`src/design/fcodc_pkg.sv`:
```
// Package for the four-channel output and diagnostic control block.
// Assumes a single 50 MHz clock; no bus, all settings arrive as plain ports.
package fcodc_pkg;
  // Number of channels, each its own channel group.
  localparam int unsigned NCH = 4;
  // Default values applied while no parameters have been received.
  localparam logic DEF_IRQ_EN = 1'h0;
  localparam logic DEF_RETAIN = 1'h0;
  localparam logic DEF_SUBST_EN = 1'h1;
  localparam logic DEF_SUBST_VAL = 1'h0;
  localparam logic [3:0] DEF_DIAG_EN = 4'h0;
  // Module-wide diagnostic bit positions.
  localparam int unsigned MD_NOCFG = 0;
  localparam int unsigned MD_AUX = 1;
  localparam int unsigned MD_FUSE = 2;
  localparam int unsigned MD_WDOG = 3;
  localparam int unsigned MD_EPROM = 4;
  localparam int unsigned MD_RAM = 5;
  localparam int unsigned MD_CPU = 6;
  localparam int unsigned MD_PARAM = 7;
  localparam int unsigned MD_W = 8;
  // Scope tag values attached to the diagnostic record.
  localparam logic SCOPE_GROUP = 1'h0;
  localparam logic SCOPE_MODULE = 1'h1;

  // Parameter block as loaded by the host.
  typedef struct packed {
    logic irq_en;
    logic retain;
    logic subst_en;
    logic subst_val;
    logic [NCH-1:0] sc_en;
    logic [NCH-1:0] wb_en;
    logic [NCH-1:0] nl_en;
  } fcodc_param_s;

  // Per-channel raw fault inputs from the analog front end.
  typedef struct packed {
    logic [NCH-1:0] short_gnd;
    logic [NCH-1:0] wb_low_cur;
    logic [NCH-1:0] no_load_v;
  } fcodc_chfault_s;

  // Diagnostic record presented to the host.
  typedef struct packed {
    logic scope_module;
    logic [MD_W-1:0] module_diag;
    logic [NCH-1:0] sc;
    logic [NCH-1:0] wb;
    logic [NCH-1:0] nl;
  } fcodc_diag_s;

  // Host operating state, Gray coded along power-off, stop, run.
  typedef enum logic [1:0] {
    HOST_OFF = 2'h0,
    HOST_STOP = 2'h1,
    HOST_RUN = 2'h3
  } fcodc_host_e;
endpackage : fcodc_pkg

```
`src/design/fcodc_out_sel.sv`:
```
// Output value selector for one channel.
// Assumes host state and load supply already synchronised.
`timescale 1ns/1ps
`default_nettype none
module fcodc_out_sel (
  input wire logic i_clk,
  input wire logic i_srst,
  input wire logic i_ce,
  input wire fcodc_pkg::fcodc_host_e i_host,
  input wire logic i_load_ok,
  input wire logic i_host_val,
  input wire logic i_retain,
  input wire logic i_subst_en,
  input wire logic i_subst_val,
  output logic o_out
);
  import fcodc_pkg::*;
  // Last value driven while the host was in run with load present.
  logic last_q;
  logic last_d;
  logic out_q;
  logic out_d;

  // Chooses host value, substitute, last value or zero.
  always_comb begin
    last_d = last_q;
    out_d = 1'h0;
    if (!i_load_ok || i_host == HOST_OFF) begin
      out_d = 1'h0; // RQ17
    end else if (i_host == HOST_RUN) begin
      out_d = i_host_val; // RQ17
      last_d = i_host_val;
    end else if (i_retain) begin
      out_d = last_q; // RQ3
    end else if (i_subst_en) begin
      out_d = i_subst_val; // RQ18
    end else begin
      out_d = 1'h0;
    end
  end

  // Registers the selection.
  always_ff @(posedge i_clk) begin
    if (i_srst) begin
      last_q <= 1'h0;
      out_q <= 1'h0;
    end else if (i_ce) begin
      last_q <= last_d;
      out_q <= out_d;
    end
  end

  assign o_out = out_q;
endmodule : fcodc_out_sel
`default_nettype wire

```
`src/design/fcodc_top.sv`:
```
// Control and diagnostic logic of a four-channel digital output module.
// Assumes front-end fault levels and load supply come from pins, so they are synchronised.
// Overview of operation
// RQ1: Four channels, channel n in group n.
// RQ2: Built-in defaults until host loads parameters.
// RQ3: Retain-last-value setting, default no.
// RQ4: Substitute enable default yes, value zero.
// RQ5: Interrupt disabled until host enables it.
// RQ6: Group faults reported only when enabled.
// RQ7: Module-wide faults always reported.
// RQ8: Diagnostics tagged group or module scope.
// RQ9: Interrupt only when interrupt enable set.
// RQ10: Interrupt on incoming and outgoing errors.
// RQ11: Disabled diagnostics never raise interrupts.
// RQ12: Known faults always light indicators.
// RQ13: Wire break lights indicators only enabled.
// RQ14: Wire break from low-current comparator.
// RQ15: Channel faults evaluated only with output high.
// RQ16: Invalid parameters flagged until valid reload.
// RQ17: Run drives host value; no supply gives zero.
// RQ18: Stop gives substitute or last value.
// RQ19: Load supply failure lights group indicator.
// RQ20: Host changes static parameters only in stop; the block accepts parameter loads in any host state.
// RQ21: Interrupt held until host reads diagnostics.
`timescale 1ns/1ps
`default_nettype none
module fcodc_top (
  input wire logic i_clk,
  input wire logic i_srst,
  input wire logic i_ce,
  input wire fcodc_pkg::fcodc_host_e i_host,
  input wire logic [fcodc_pkg::NCH-1:0] i_host_val,
  input wire logic i_param_load,
  input wire logic i_param_valid,
  input wire fcodc_pkg::fcodc_param_s i_param,
  input wire logic i_diag_read,
  input wire logic i_load_ok,
  input wire fcodc_pkg::fcodc_chfault_s i_chfault,
  input wire logic [6:0] i_mod_fault,
  output logic [fcodc_pkg::NCH-1:0] o_out,
  output logic o_group_fault_indicator,
  output logic [fcodc_pkg::NCH-1:0] o_ch_fault_ind,
  output logic o_diag_irq,
  output fcodc_pkg::fcodc_diag_s o_diag
);
  import fcodc_pkg::*;

  // Two-stage synchronisers for pin levels; stage one is read only by stage two.
  logic [3*NCH+7:0] sync1_q;
  logic [3*NCH+7:0] sync2_q;
  logic load_ok_s;
  fcodc_chfault_s chf_s;
  logic [6:0] modf_s;

  // Samples asynchronous pin levels.
  always_ff @(posedge i_clk) begin
    if (i_srst) begin
      sync1_q <= '0;
      sync2_q <= '0;
    end else if (i_ce) begin
      sync1_q <= {i_load_ok, i_mod_fault, i_chfault};
      sync2_q <= sync1_q;
    end
  end

  assign load_ok_s = sync2_q[3*NCH+7];
  assign modf_s = sync2_q[3*NCH+6:3*NCH];
  assign chf_s = sync2_q[3*NCH-1:0];

  // Active parameter set, with the configured flag and parameter error.
  fcodc_param_s par_q;
  fcodc_param_s par_d;
  logic cfg_q;
  logic cfg_d;
  logic perr_q;
  logic perr_d;

  // Accepts a parameter block; invalid ones keep the old set and flag an error.
  always_comb begin
    par_d = par_q;
    cfg_d = cfg_q;
    perr_d = perr_q;
    if (i_param_load) begin
      if (i_param_valid) begin
        par_d = i_param;
        cfg_d = 1'h1;
        perr_d = 1'h0; // RQ16
      end else begin
        perr_d = 1'h1; // RQ16
      end
    end
  end

  // Registers the parameter state; reset applies the built-in defaults.
  always_ff @(posedge i_clk) begin
    if (i_srst) begin
      par_q <= '{irq_en: DEF_IRQ_EN, retain: DEF_RETAIN, subst_en: DEF_SUBST_EN, // RQ2
                 subst_val: DEF_SUBST_VAL, sc_en: DEF_DIAG_EN, wb_en: DEF_DIAG_EN,
                 nl_en: DEF_DIAG_EN}; // RQ4 RQ5
      cfg_q <= 1'h0;
      perr_q <= 1'h0;
    end else if (i_ce) begin
      par_q <= par_d;
      cfg_q <= cfg_d;
      perr_q <= perr_d;
    end
  end

  // One output selector per channel, each channel being its own group.
  logic [NCH-1:0] out_w;
  for (genvar g = 0; g < NCH; g++) begin : g_ch // RQ1
    fcodc_out_sel u_sel (
      .i_clk(i_clk),
      .i_srst(i_srst),
      .i_ce(i_ce),
      .i_host(i_host),
      .i_load_ok(load_ok_s),
      .i_host_val(i_host_val[g]),
      .i_retain(par_q.retain),
      .i_subst_en(par_q.subst_en),
      .i_subst_val(par_q.subst_val),
      .o_out(out_w[g])
    );
  end
  // Channel outputs come straight from the selector registers.
  assign o_out = out_w;

  // Gates a raw per-channel fault with output state and enable.
  function automatic logic [NCH-1:0] gate_fault(input logic [NCH-1:0] raw, input logic [NCH-1:0] en,
                                                input logic [NCH-1:0] drv);
    gate_fault = raw & en & drv;
  endfunction : gate_fault

  // Qualified channel faults and module-wide fault word.
  logic [NCH-1:0] sc_w;
  logic [NCH-1:0] wb_w;
  logic [NCH-1:0] nl_w;
  logic [MD_W-1:0] mod_w;
  logic [NCH-1:0] sc_raw;
  logic [NCH-1:0] wb_raw;
  logic [NCH-1:0] nl_raw;
  assign sc_raw = gate_fault(chf_s.short_gnd, '1, out_w); // RQ15
  assign wb_raw = gate_fault(chf_s.wb_low_cur, '1, out_w); // RQ14 RQ15
  assign nl_raw = gate_fault(chf_s.no_load_v, '1, out_w); // RQ15
  assign sc_w = sc_raw & par_q.sc_en; // RQ6
  assign wb_w = wb_raw & par_q.wb_en; // RQ6
  assign nl_w = nl_raw & par_q.nl_en;
  // Module-wide faults are never masked.
  // A missing load supply is also recorded as missing auxiliary voltage.
  assign mod_w = {perr_q, modf_s[6:2], modf_s[1] | ~load_ok_s, modf_s[0] | ~cfg_q | perr_q}; // RQ7 RQ19

  // Diagnostic record, indicators and interrupt.
  fcodc_diag_s diag_q;
  fcodc_diag_s diag_d;
  logic gfi_q;
  logic gfi_d;
  logic [NCH-1:0] cfi_q;
  logic [NCH-1:0] cfi_d;
  logic irq_q;
  logic irq_d;
  logic evt_w;

  // Any change of a reported fault is an incoming or outgoing event.
  assign evt_w = ({mod_w, sc_w, wb_w, nl_w} != {diag_q.module_diag, diag_q.sc, diag_q.wb, diag_q.nl}); // RQ10 RQ11

  // Builds the next record, indicator states and pending request.
  always_comb begin
    diag_d.module_diag = mod_w; // RQ7
    diag_d.sc = sc_w;
    diag_d.wb = wb_w;
    diag_d.nl = nl_w;
    diag_d.scope_module = (mod_w != '0) ? SCOPE_MODULE : SCOPE_GROUP; // RQ8
    // Short and no-load always light channel lamps; wire break only when enabled.
    cfi_d = sc_raw | nl_raw | wb_w; // RQ12 RQ13
    gfi_d = (cfi_d != '0) || (mod_w != '0) || !load_ok_s; // RQ12 RQ19
    irq_d = irq_q;
    if (i_diag_read) begin
      irq_d = 1'h0; // RQ21
    end
    if (evt_w && par_q.irq_en) begin
      irq_d = 1'h1; // RQ9 RQ10
    end
  end

  // Registers record, indicators and request.
  always_ff @(posedge i_clk) begin
    if (i_srst) begin
      diag_q <= '0;
      gfi_q <= 1'h0;
      cfi_q <= '0;
      irq_q <= 1'h0;
    end else if (i_ce) begin
      diag_q <= diag_d;
      gfi_q <= gfi_d;
      cfi_q <= cfi_d;
      irq_q <= irq_d;
    end
  end

  // Top-level outputs are taken straight from their registers.
  assign o_diag = diag_q;
  assign o_group_fault_indicator = gfi_q;
  assign o_ch_fault_ind = cfi_q;
  assign o_diag_irq = irq_q;
endmodule : fcodc_top
`default_nettype wire

```
`config.mk`:
```
export PLATFORM = sky130hd
export DESIGN_NAME = fcodc_top
export DESIGN_NICKNAME = d
export VERILOG_FILES = /design/src/design/fcodc_pkg.sv /design/src/design/fcodc_out_sel.sv /design/src/design/fcodc_top.sv
export SDC_FILE = /design/constraint.sdc
export NUM_CORES = 1
export LEC_CHECK = 0
export BUFFER_PORTS_ARGS = -buffer_cell sky130_fd_sc_hd__buf_2
export CAP_MARGIN = 20
export CELL_PAD_IN_SITES_DETAIL_PLACEMENT = 0
export CELL_PAD_IN_SITES_GLOBAL_PLACEMENT = 1
export CORE_ASPECT_RATIO = 0.7
export CORE_MARGIN = 4
export CORE_UTILIZATION = 37
export DETAILED_ROUTE_END_ITERATION = 10
export PLACE_DENSITY_LB_ADDON = 0.1
export SYNTH_ARGS = -nofsm -noshare
export SYNTH_HDL_FRONTEND = slang
export SYNTH_HIERARCHICAL = 1
export SYNTH_SLANG_ARGS = --single-unit
```
`constraint.sdc`:
```
create_clock -name i_clk -period 1.62 [get_ports i_clk]
set_clock_uncertainty 0.05 [all_clocks]
set_input_delay 0.081 -clock i_clk [delete_from_list [all_inputs] [get_ports i_clk]]
set_output_delay 0.081 -clock i_clk [all_outputs]
set_load 0.03 [all_outputs]
```
==> results of run 1 <==
==> power groups by stage <==
| stage | registers, mW | clock network (mW) | logic (mW) |
|---|---|---|---|
| 6_report | 2.42 | 2.27 | 0.493 |
| 4_1_cts | 2.42 | 2.33 | 0.494 |
| 5_1_grt | 2.43 | 2.42 | 0.543 |
| 3_5_place_dp | 2.47 | 0 | 0.418 |
| 3_3_place_gp | 2.47 | 0 | 0.412 |
| 2_1_floorplan | 2.48 | 0 | 0.228 |
==> cell families after synthesis <==
family / Yosys count / synth area share, %
buf+inv: 26 / 3.066
xor+xnor: 18 / 4.067
mux: 52 / 13.43
flops: 93 / 48.03
compound gates: 58 / 9.877
simple gates: 170 / 21.53
==> registers in the layout, summed over array words and instances (netlist names) <==
| register | flops |
|---|---|
| o_diag_irq | 1 |
| g_ch.u_sel/last_q | 4 |
| o_ch_fault_ind | 4 |
| perr_q | 1 |
| sync1_q | 20 |
| o_diag | 21 |
| g_ch.u_sel/o_out | 4 |
| cfg_q | 1 |
| sync2_q | 20 |
| o_group_fault_indicator | 1 |
| par_q | 16 |
==> cell type report <==
| type | count | area [um^2] |
|---|---|---|
| clock buffers | 10 | 239.0 |
| clock inverters | 6 | 86.33 |
| fillers | 935 | 4679 |
| multi-input cells | 298 | 1917 |
| flip-flops and latches | 93 | 1862 |
| well taps | 128 | 160.2 |
| repair buffers | 141 | 1003 |
==> critical path, stage by stage, from the launching register on <==
cell     delay [ns]
dfxtp_1        0.37
a31o_2         0.27
a22oi_1        0.20
nand4_1        0.16
nor4_2         0.30
o31ai_1        0.09
==> what timing repair did <==
| item | in CTS | in global routing |
|---|---|---|
| resized for setup | 2 | 2 |
| endpoints found under the setup margin | 2 | 2 |
| hold endpoints to repair | 40 | 0 |
| pin swaps | 0 | 2 |
| hold buffers | 40 | 0 |
==> cells in the final DEF (no fill, tap or decap), types with 3 or more instances in the layout <==
cell / count
and3b_1: 4
a21oi_1: 30
nand2_1: 34
a211oi_1: 4
a22oi_1: 5
buf_12: 3
nor3_1: 3
nand4_1: 20
dlygate4sd3_1: 40
nand2b_1: 18
nor2b_1: 3
nor4_2: 3
nand3b_1: 6
nand3_1: 15
a21oi_2: 4
buf_4: 21
a211o_1: 5
clkbuf_16: 9
o211ai_1: 4
xor2_1: 18
dfxtp_1: 93
buf_2: 77
mux2i_1: 52
nor2_1: 59
==> metal layers <==
layer / part of all wire [%] / wire length (um) / GRT usage (%) / vias to the layer above
li1: - / - / - / 1713
met1: 51 / 5065 / 24.18 / 1515
met2: 43 / 4316 / 25.17 / 72
met3: 5.8 / 577 / 4.167 / 5
met4: 0.66 / 66 / 4.623 / 0
met5: 0 / 0 / 0 / -
==> worst min-delay path by stage <==
stage	start	to	slack, ns	depth (start not counted)
global route	i_diag_read	o_diag_irq	0.04	4
floorplan	i_srst	g_ch[0].u_sel/o_out	0.09	1
finish	i_diag_read	o_diag_irq	0.04	4
global placement	i_param[13]	par_q[13]	0.26	3
detailed placement	i_param[13]	par_q[13]	0.27	3
CTS	i_diag_read	o_diag_irq	0.02	4
==> per-stage QoR <==
stage	setup slack, ns	util, %	TNS (ns)
after CTS	0.008196	52.87	0
after global routing	-0.04829	52.96	-0.04829
final	0.04954	52.96	0
after global placement	0.008892	45.45	0
after floorplan	0.01526	-	0
after detailed placement	-0.02018	45.45	-0.02452
==> flow_metrics.tcl, run 1 <==
set metrics [dict create \
    routedWlPerCell_um 14.83 \
    cts_buffer_depth 2 \
    finalSetupViolCount 0 \
    period_needed_ns 1.570 \
    p_sw_mw 1.178 \
    crit_arrival_ns 1.73 \
    synth_top_area_cell "dfxtp_1" \
    critical_path_class "reg -> reg" \
    coreArea_mm2 0.009947 \
    final_hold_viol_count 0 \
    slew_viol_final 0 \
    p_per_area_mw_per_mm2 983.9 \
    fin_total_pwr_mw 5.183 \
    area_growth_pct 35.89 \
    synth_ff_type "dfxtp_1" \
    grt_antenna_before_repair 0 \
    via_per_inst 4.889 \
    yosysWarningCount 6 \
    synthCells 417 \
    max_slew.worst_pin.slew_ns 0.5415 \
    syn-num-nets 465 \
    async_reset_ff_share_pct 0 \
    grt_max_degree 62 \
    worstHoldPathType "in -> reg" \
    cts_buffers 9 \
    dp.cells 620 \
    synth_seq_area_share_pct 48.03 \
    wl_um 10030 \
    fmax_mhz 636.8 \
    grt_pass1_wl_um 16170 \
    p_int_mw 4.005 \
    dr_total_vias 3305 \
    grt_pass1_vias 3187 \
    status "completed" \
    place_hpwl_um 6949 \
    fin_cells 676 \
    ir_drop_mv 0.6796 \
    rsz0062_at_grt "yes" \
    track_usage_pct 16.87 \
    clkSinkCount 93 \
    gr-total-overflow 0 \
    place_area_mm2 0.004521 \
    min_period_over_period_pct 96.94 \
    comb_power_share_pct 9.5 \
    dieArea_mm2 0.01220 \
    drc 0 \
    synth_area_leaders "dfxtp_1, mux2i_1, nor2_1" \
    seqPwrFrac_pct 46.8 \
    crit_path_end "o_diag_irq" \
    path_max_fanout 5 \
    p_leak_nw 2.315 \
    rows 30 \
    synthTopCellsByCount "dfxtp_1, nor2_1, mux2i_1" \
    synth_top_area_share_pct 48.03 \
    io_pins 79 \
    r2r-start "g_ch[0].u_sel/o_out" \
    layout-drive-gt1-share_pct 23.54 \
    gp_congestion 0.7331 \
    rr_worst_depth 5 \
    synth_most_common_cell "dfxtp_1" \
    die_y_um 93.64 \
    final_antenna_net_count 0 \
    start_util_pct 38.97 \
    cp-end-kind "flop" \
    cts_tree "yes" \
    fp.dieW_um 130.3 \
    max_slew_margin_pct 63.90 \
    clkPwrFrac_pct 43.7 \
    drt-initial-drc-count 216 \
    firstDrtPassIters 4 \
    maxCapViolations 0 \
    n_antenna_cell 0 \
    insertion_delay_ns 0.34 \
    swShare_pct 22.72 \
    hold_ws_ns 0.03698 \
    rrSetupSlack_ns 0.05 \
    synthesis.area_mm2 0.003876 \
    ys_types 31 \
    portBuffers 78 \
    synth_edf_count 0 \
    nNetsFinal 591 \
    timing.rr.end "o_diag_irq" \
    design_area_mm2 0.005268 \
    critPathLaunchType "flop" \
    avgSynthCellArea_um2 9.295 \
    root_buffer "clkbuf_16" \
    post_cts_buffers 0 \
    worst_ep_required_time_ns 1.78 \
    crit_path_start "g_ch[0].u_sel/o_out" \
    ys_ff_latch 93 \
    htreeDepth 3 \
    clkSlewWorstSetupHoldPaths_ns 0.07 \
]
No activity file was read; power rests on OpenSTA's default activity.
==> inputs of run 2 (changes only) <==
CORE_UTILIZATION = 39   (was 37)
CTS_BUF_LIST = sky130_fd_sc_hd__clkbuf_8   (was unset)
==> run 2 against run 1 <==
Non-clock buffer count grew 2. Sequential cell count is the same. Highest routed layer unchanged. Sequential share of layout area grew 0.97 points. Design area shrank 2.5%. Utilization grew 0.054 points. Global-route usage grew 0.56 points. Die area shrank 4.8%. Count of clock-buffer cells in the layout grew 1.
==> flow_metrics.tcl, run 2 (synthesis results as in run 1) <==
set metrics [dict create \
    seq_area_mm2 0.001864 \
    layout_commonest_cell "dfxtp_1" \
    finalSetupViolCount 0 \
    track_usage_pct 17.43 \
    nNetsFinal 593 \
    rrSetupSlack_ns 0.12 \
    layout-drive-gt1-share_pct 22.95 \
    via_per_inst 4.960 \
    routedWlPerCell_um 14.68 \
    fin_cells 677 \
    cts_buffer_depth 2 \
    htreeDepth 3 \
    clkSlewWorstSetupHoldPaths_ns 0.09 \
    dr_total_vias 3358 \
    grt_pass1_wl_um 16320 \
    min_period_over_period_pct 92.57 \
    multi_input_area_mm2 0.001908 \
    largest_reg_flops 21 \
    max_slew_margin_pct 73.77 \
    rows 30 \
    ir_drop_mv 0.5134 \
    io_pins 79 \
    path_max_fanout 4 \
    critical_path_class "reg -> reg" \
    start_util_pct 40.03 \
    wl_um 9937 \
    p_per_area_mw_per_mm2 867.8 \
    maxCapViolations 0 \
    grt_antenna_before_repair 0 \
    cp-end-kind "flop" \
    fp.dieW_um 127.2 \
    root_buffer "clkbuf_8" \
    drt-initial-drc-count 173 \
    max_slew.worst_pin.slew_ns 0.3934 \
    period_needed_ns 1.500 \
    portBuffers 78 \
    cts_tree "yes" \
    area_growth_pct 32.44 \
    gp_congestion 0.8569 \
    n_antenna_cell 0 \
    dp.cells 621 \
    grt_max_degree 53 \
    clkSinkCount 93 \
    final_antenna_net_count 0 \
    cts_buffers 9 \
    dieArea_mm2 0.01162 \
    final_cell_mix "dfxtp_1, buf_2, nor2_1" \
    coreArea_mm2 0.009684 \
    slew_viol_final 0 \
    final_hold_viol_count 0 \
    worstHoldPathType "in -> reg" \
    grt_pass1_vias 3198 \
    critPathLaunchType "flop" \
    firstDrtPassIters 4 \
    gr-total-overflow 0 \
    post_cts_buffers 0 \
    drc 0 \
    fmax_mhz 666.8 \
    fillCellCount 934 \
    fin_tns_setup_ns 0 \
    place_hpwl_um 6986 \
    insertion_delay_ns 0.36 \
    hold_ws_ns 0.03573 \
    crit_arrival_ns 1.69 \
    status "completed" \
    worst_ep_required_time_ns 1.81 \
    p_leak_nw 2.271 \
    die_y_um 91.41 \
]
run 2: changes by cell type in the layout (fill, tap and decap cells not counted), sizes merged:
cell / previous run / this run
clkinvlp: 1 / 0
clkbuf: 10 / 11
dlygate4sd3: 40 / 41
clkinv: 3 / 0
bufinv: 2 / 1
inv: 0 / 3
buf: 101 / 102
run 2: layout make-up:
cell class                      count  area share (%)
Multi-Input combinational cell    298           37.17
Timing Repair Buffer              143           19.64
Sequential cell                    93           36.31
Clock buffer                       11           2.949
Tap cell                          128           3.120
Clock inverter                      4          0.8043
run 2: metrics by stage:
| step | util (%) | total power, mW | setup WS, ns | area (um^2) |
|---|---|---|---|---|
| 6_report | 53.01 | 4.455 | 0.1204 | 5134 |
| 5_1_grt | 53.01 | 4.661 | -0.02070 | 5134 |
| 4_1_cts | 52.92 | 4.513 | 0.01254 | 5125 |
| 3_5_place_dp | 46.63 | 2.888 | -0.01578 | 4516 |
| 3_3_place_gp | 46.63 | 2.882 | 0.05166 | 4516 |
| 2_1_floorplan | - | 2.708 | 0.01526 | 3876 |
run 2: report_power, final:
part	internal [mW]	switching [mW]
Sequential	2.36	0.0616
Clock	0.775	0.770
Combinational	0.251	0.238
Total	3.38	1.07
run 2: worst paths after layout:
path                                   from  depth (start not counted)                    to
worst max register to register  sync2_q[18]                          5            o_diag_irq
worst max-delay path            sync2_q[18]                          5            o_diag_irq
worst min-delay path                 i_srst                          2  g_ch[3].u_sel/last_q
worst min register to register     par_q[7]                          2              par_q[7]
run 2: timing repair:
action	in CTS	in global routing
resized for setup	1	3
pin swaps	0	5
hold buffers	41	0
setup endpoints to repair	1	2
hold endpoints to repair	41	0
run 2: worst max-delay path, stage by stage, from the launching register on:
cell     delay [ns]
dfxtp_1        0.35
xor2_1         0.17
nor4_1         0.29
nand4_1        0.16
nor4_2         0.28
o31ai_1        0.09
run 2: routing by layer:
metal	track usage, %	part of all wire (%)	vias to the layer above
met5	0	0	-
met4	4.286	0.72	0
met3	4.468	4.2	10
met2	25.97	43	61
met1	25.10	52	1571
li1	-	-	1716
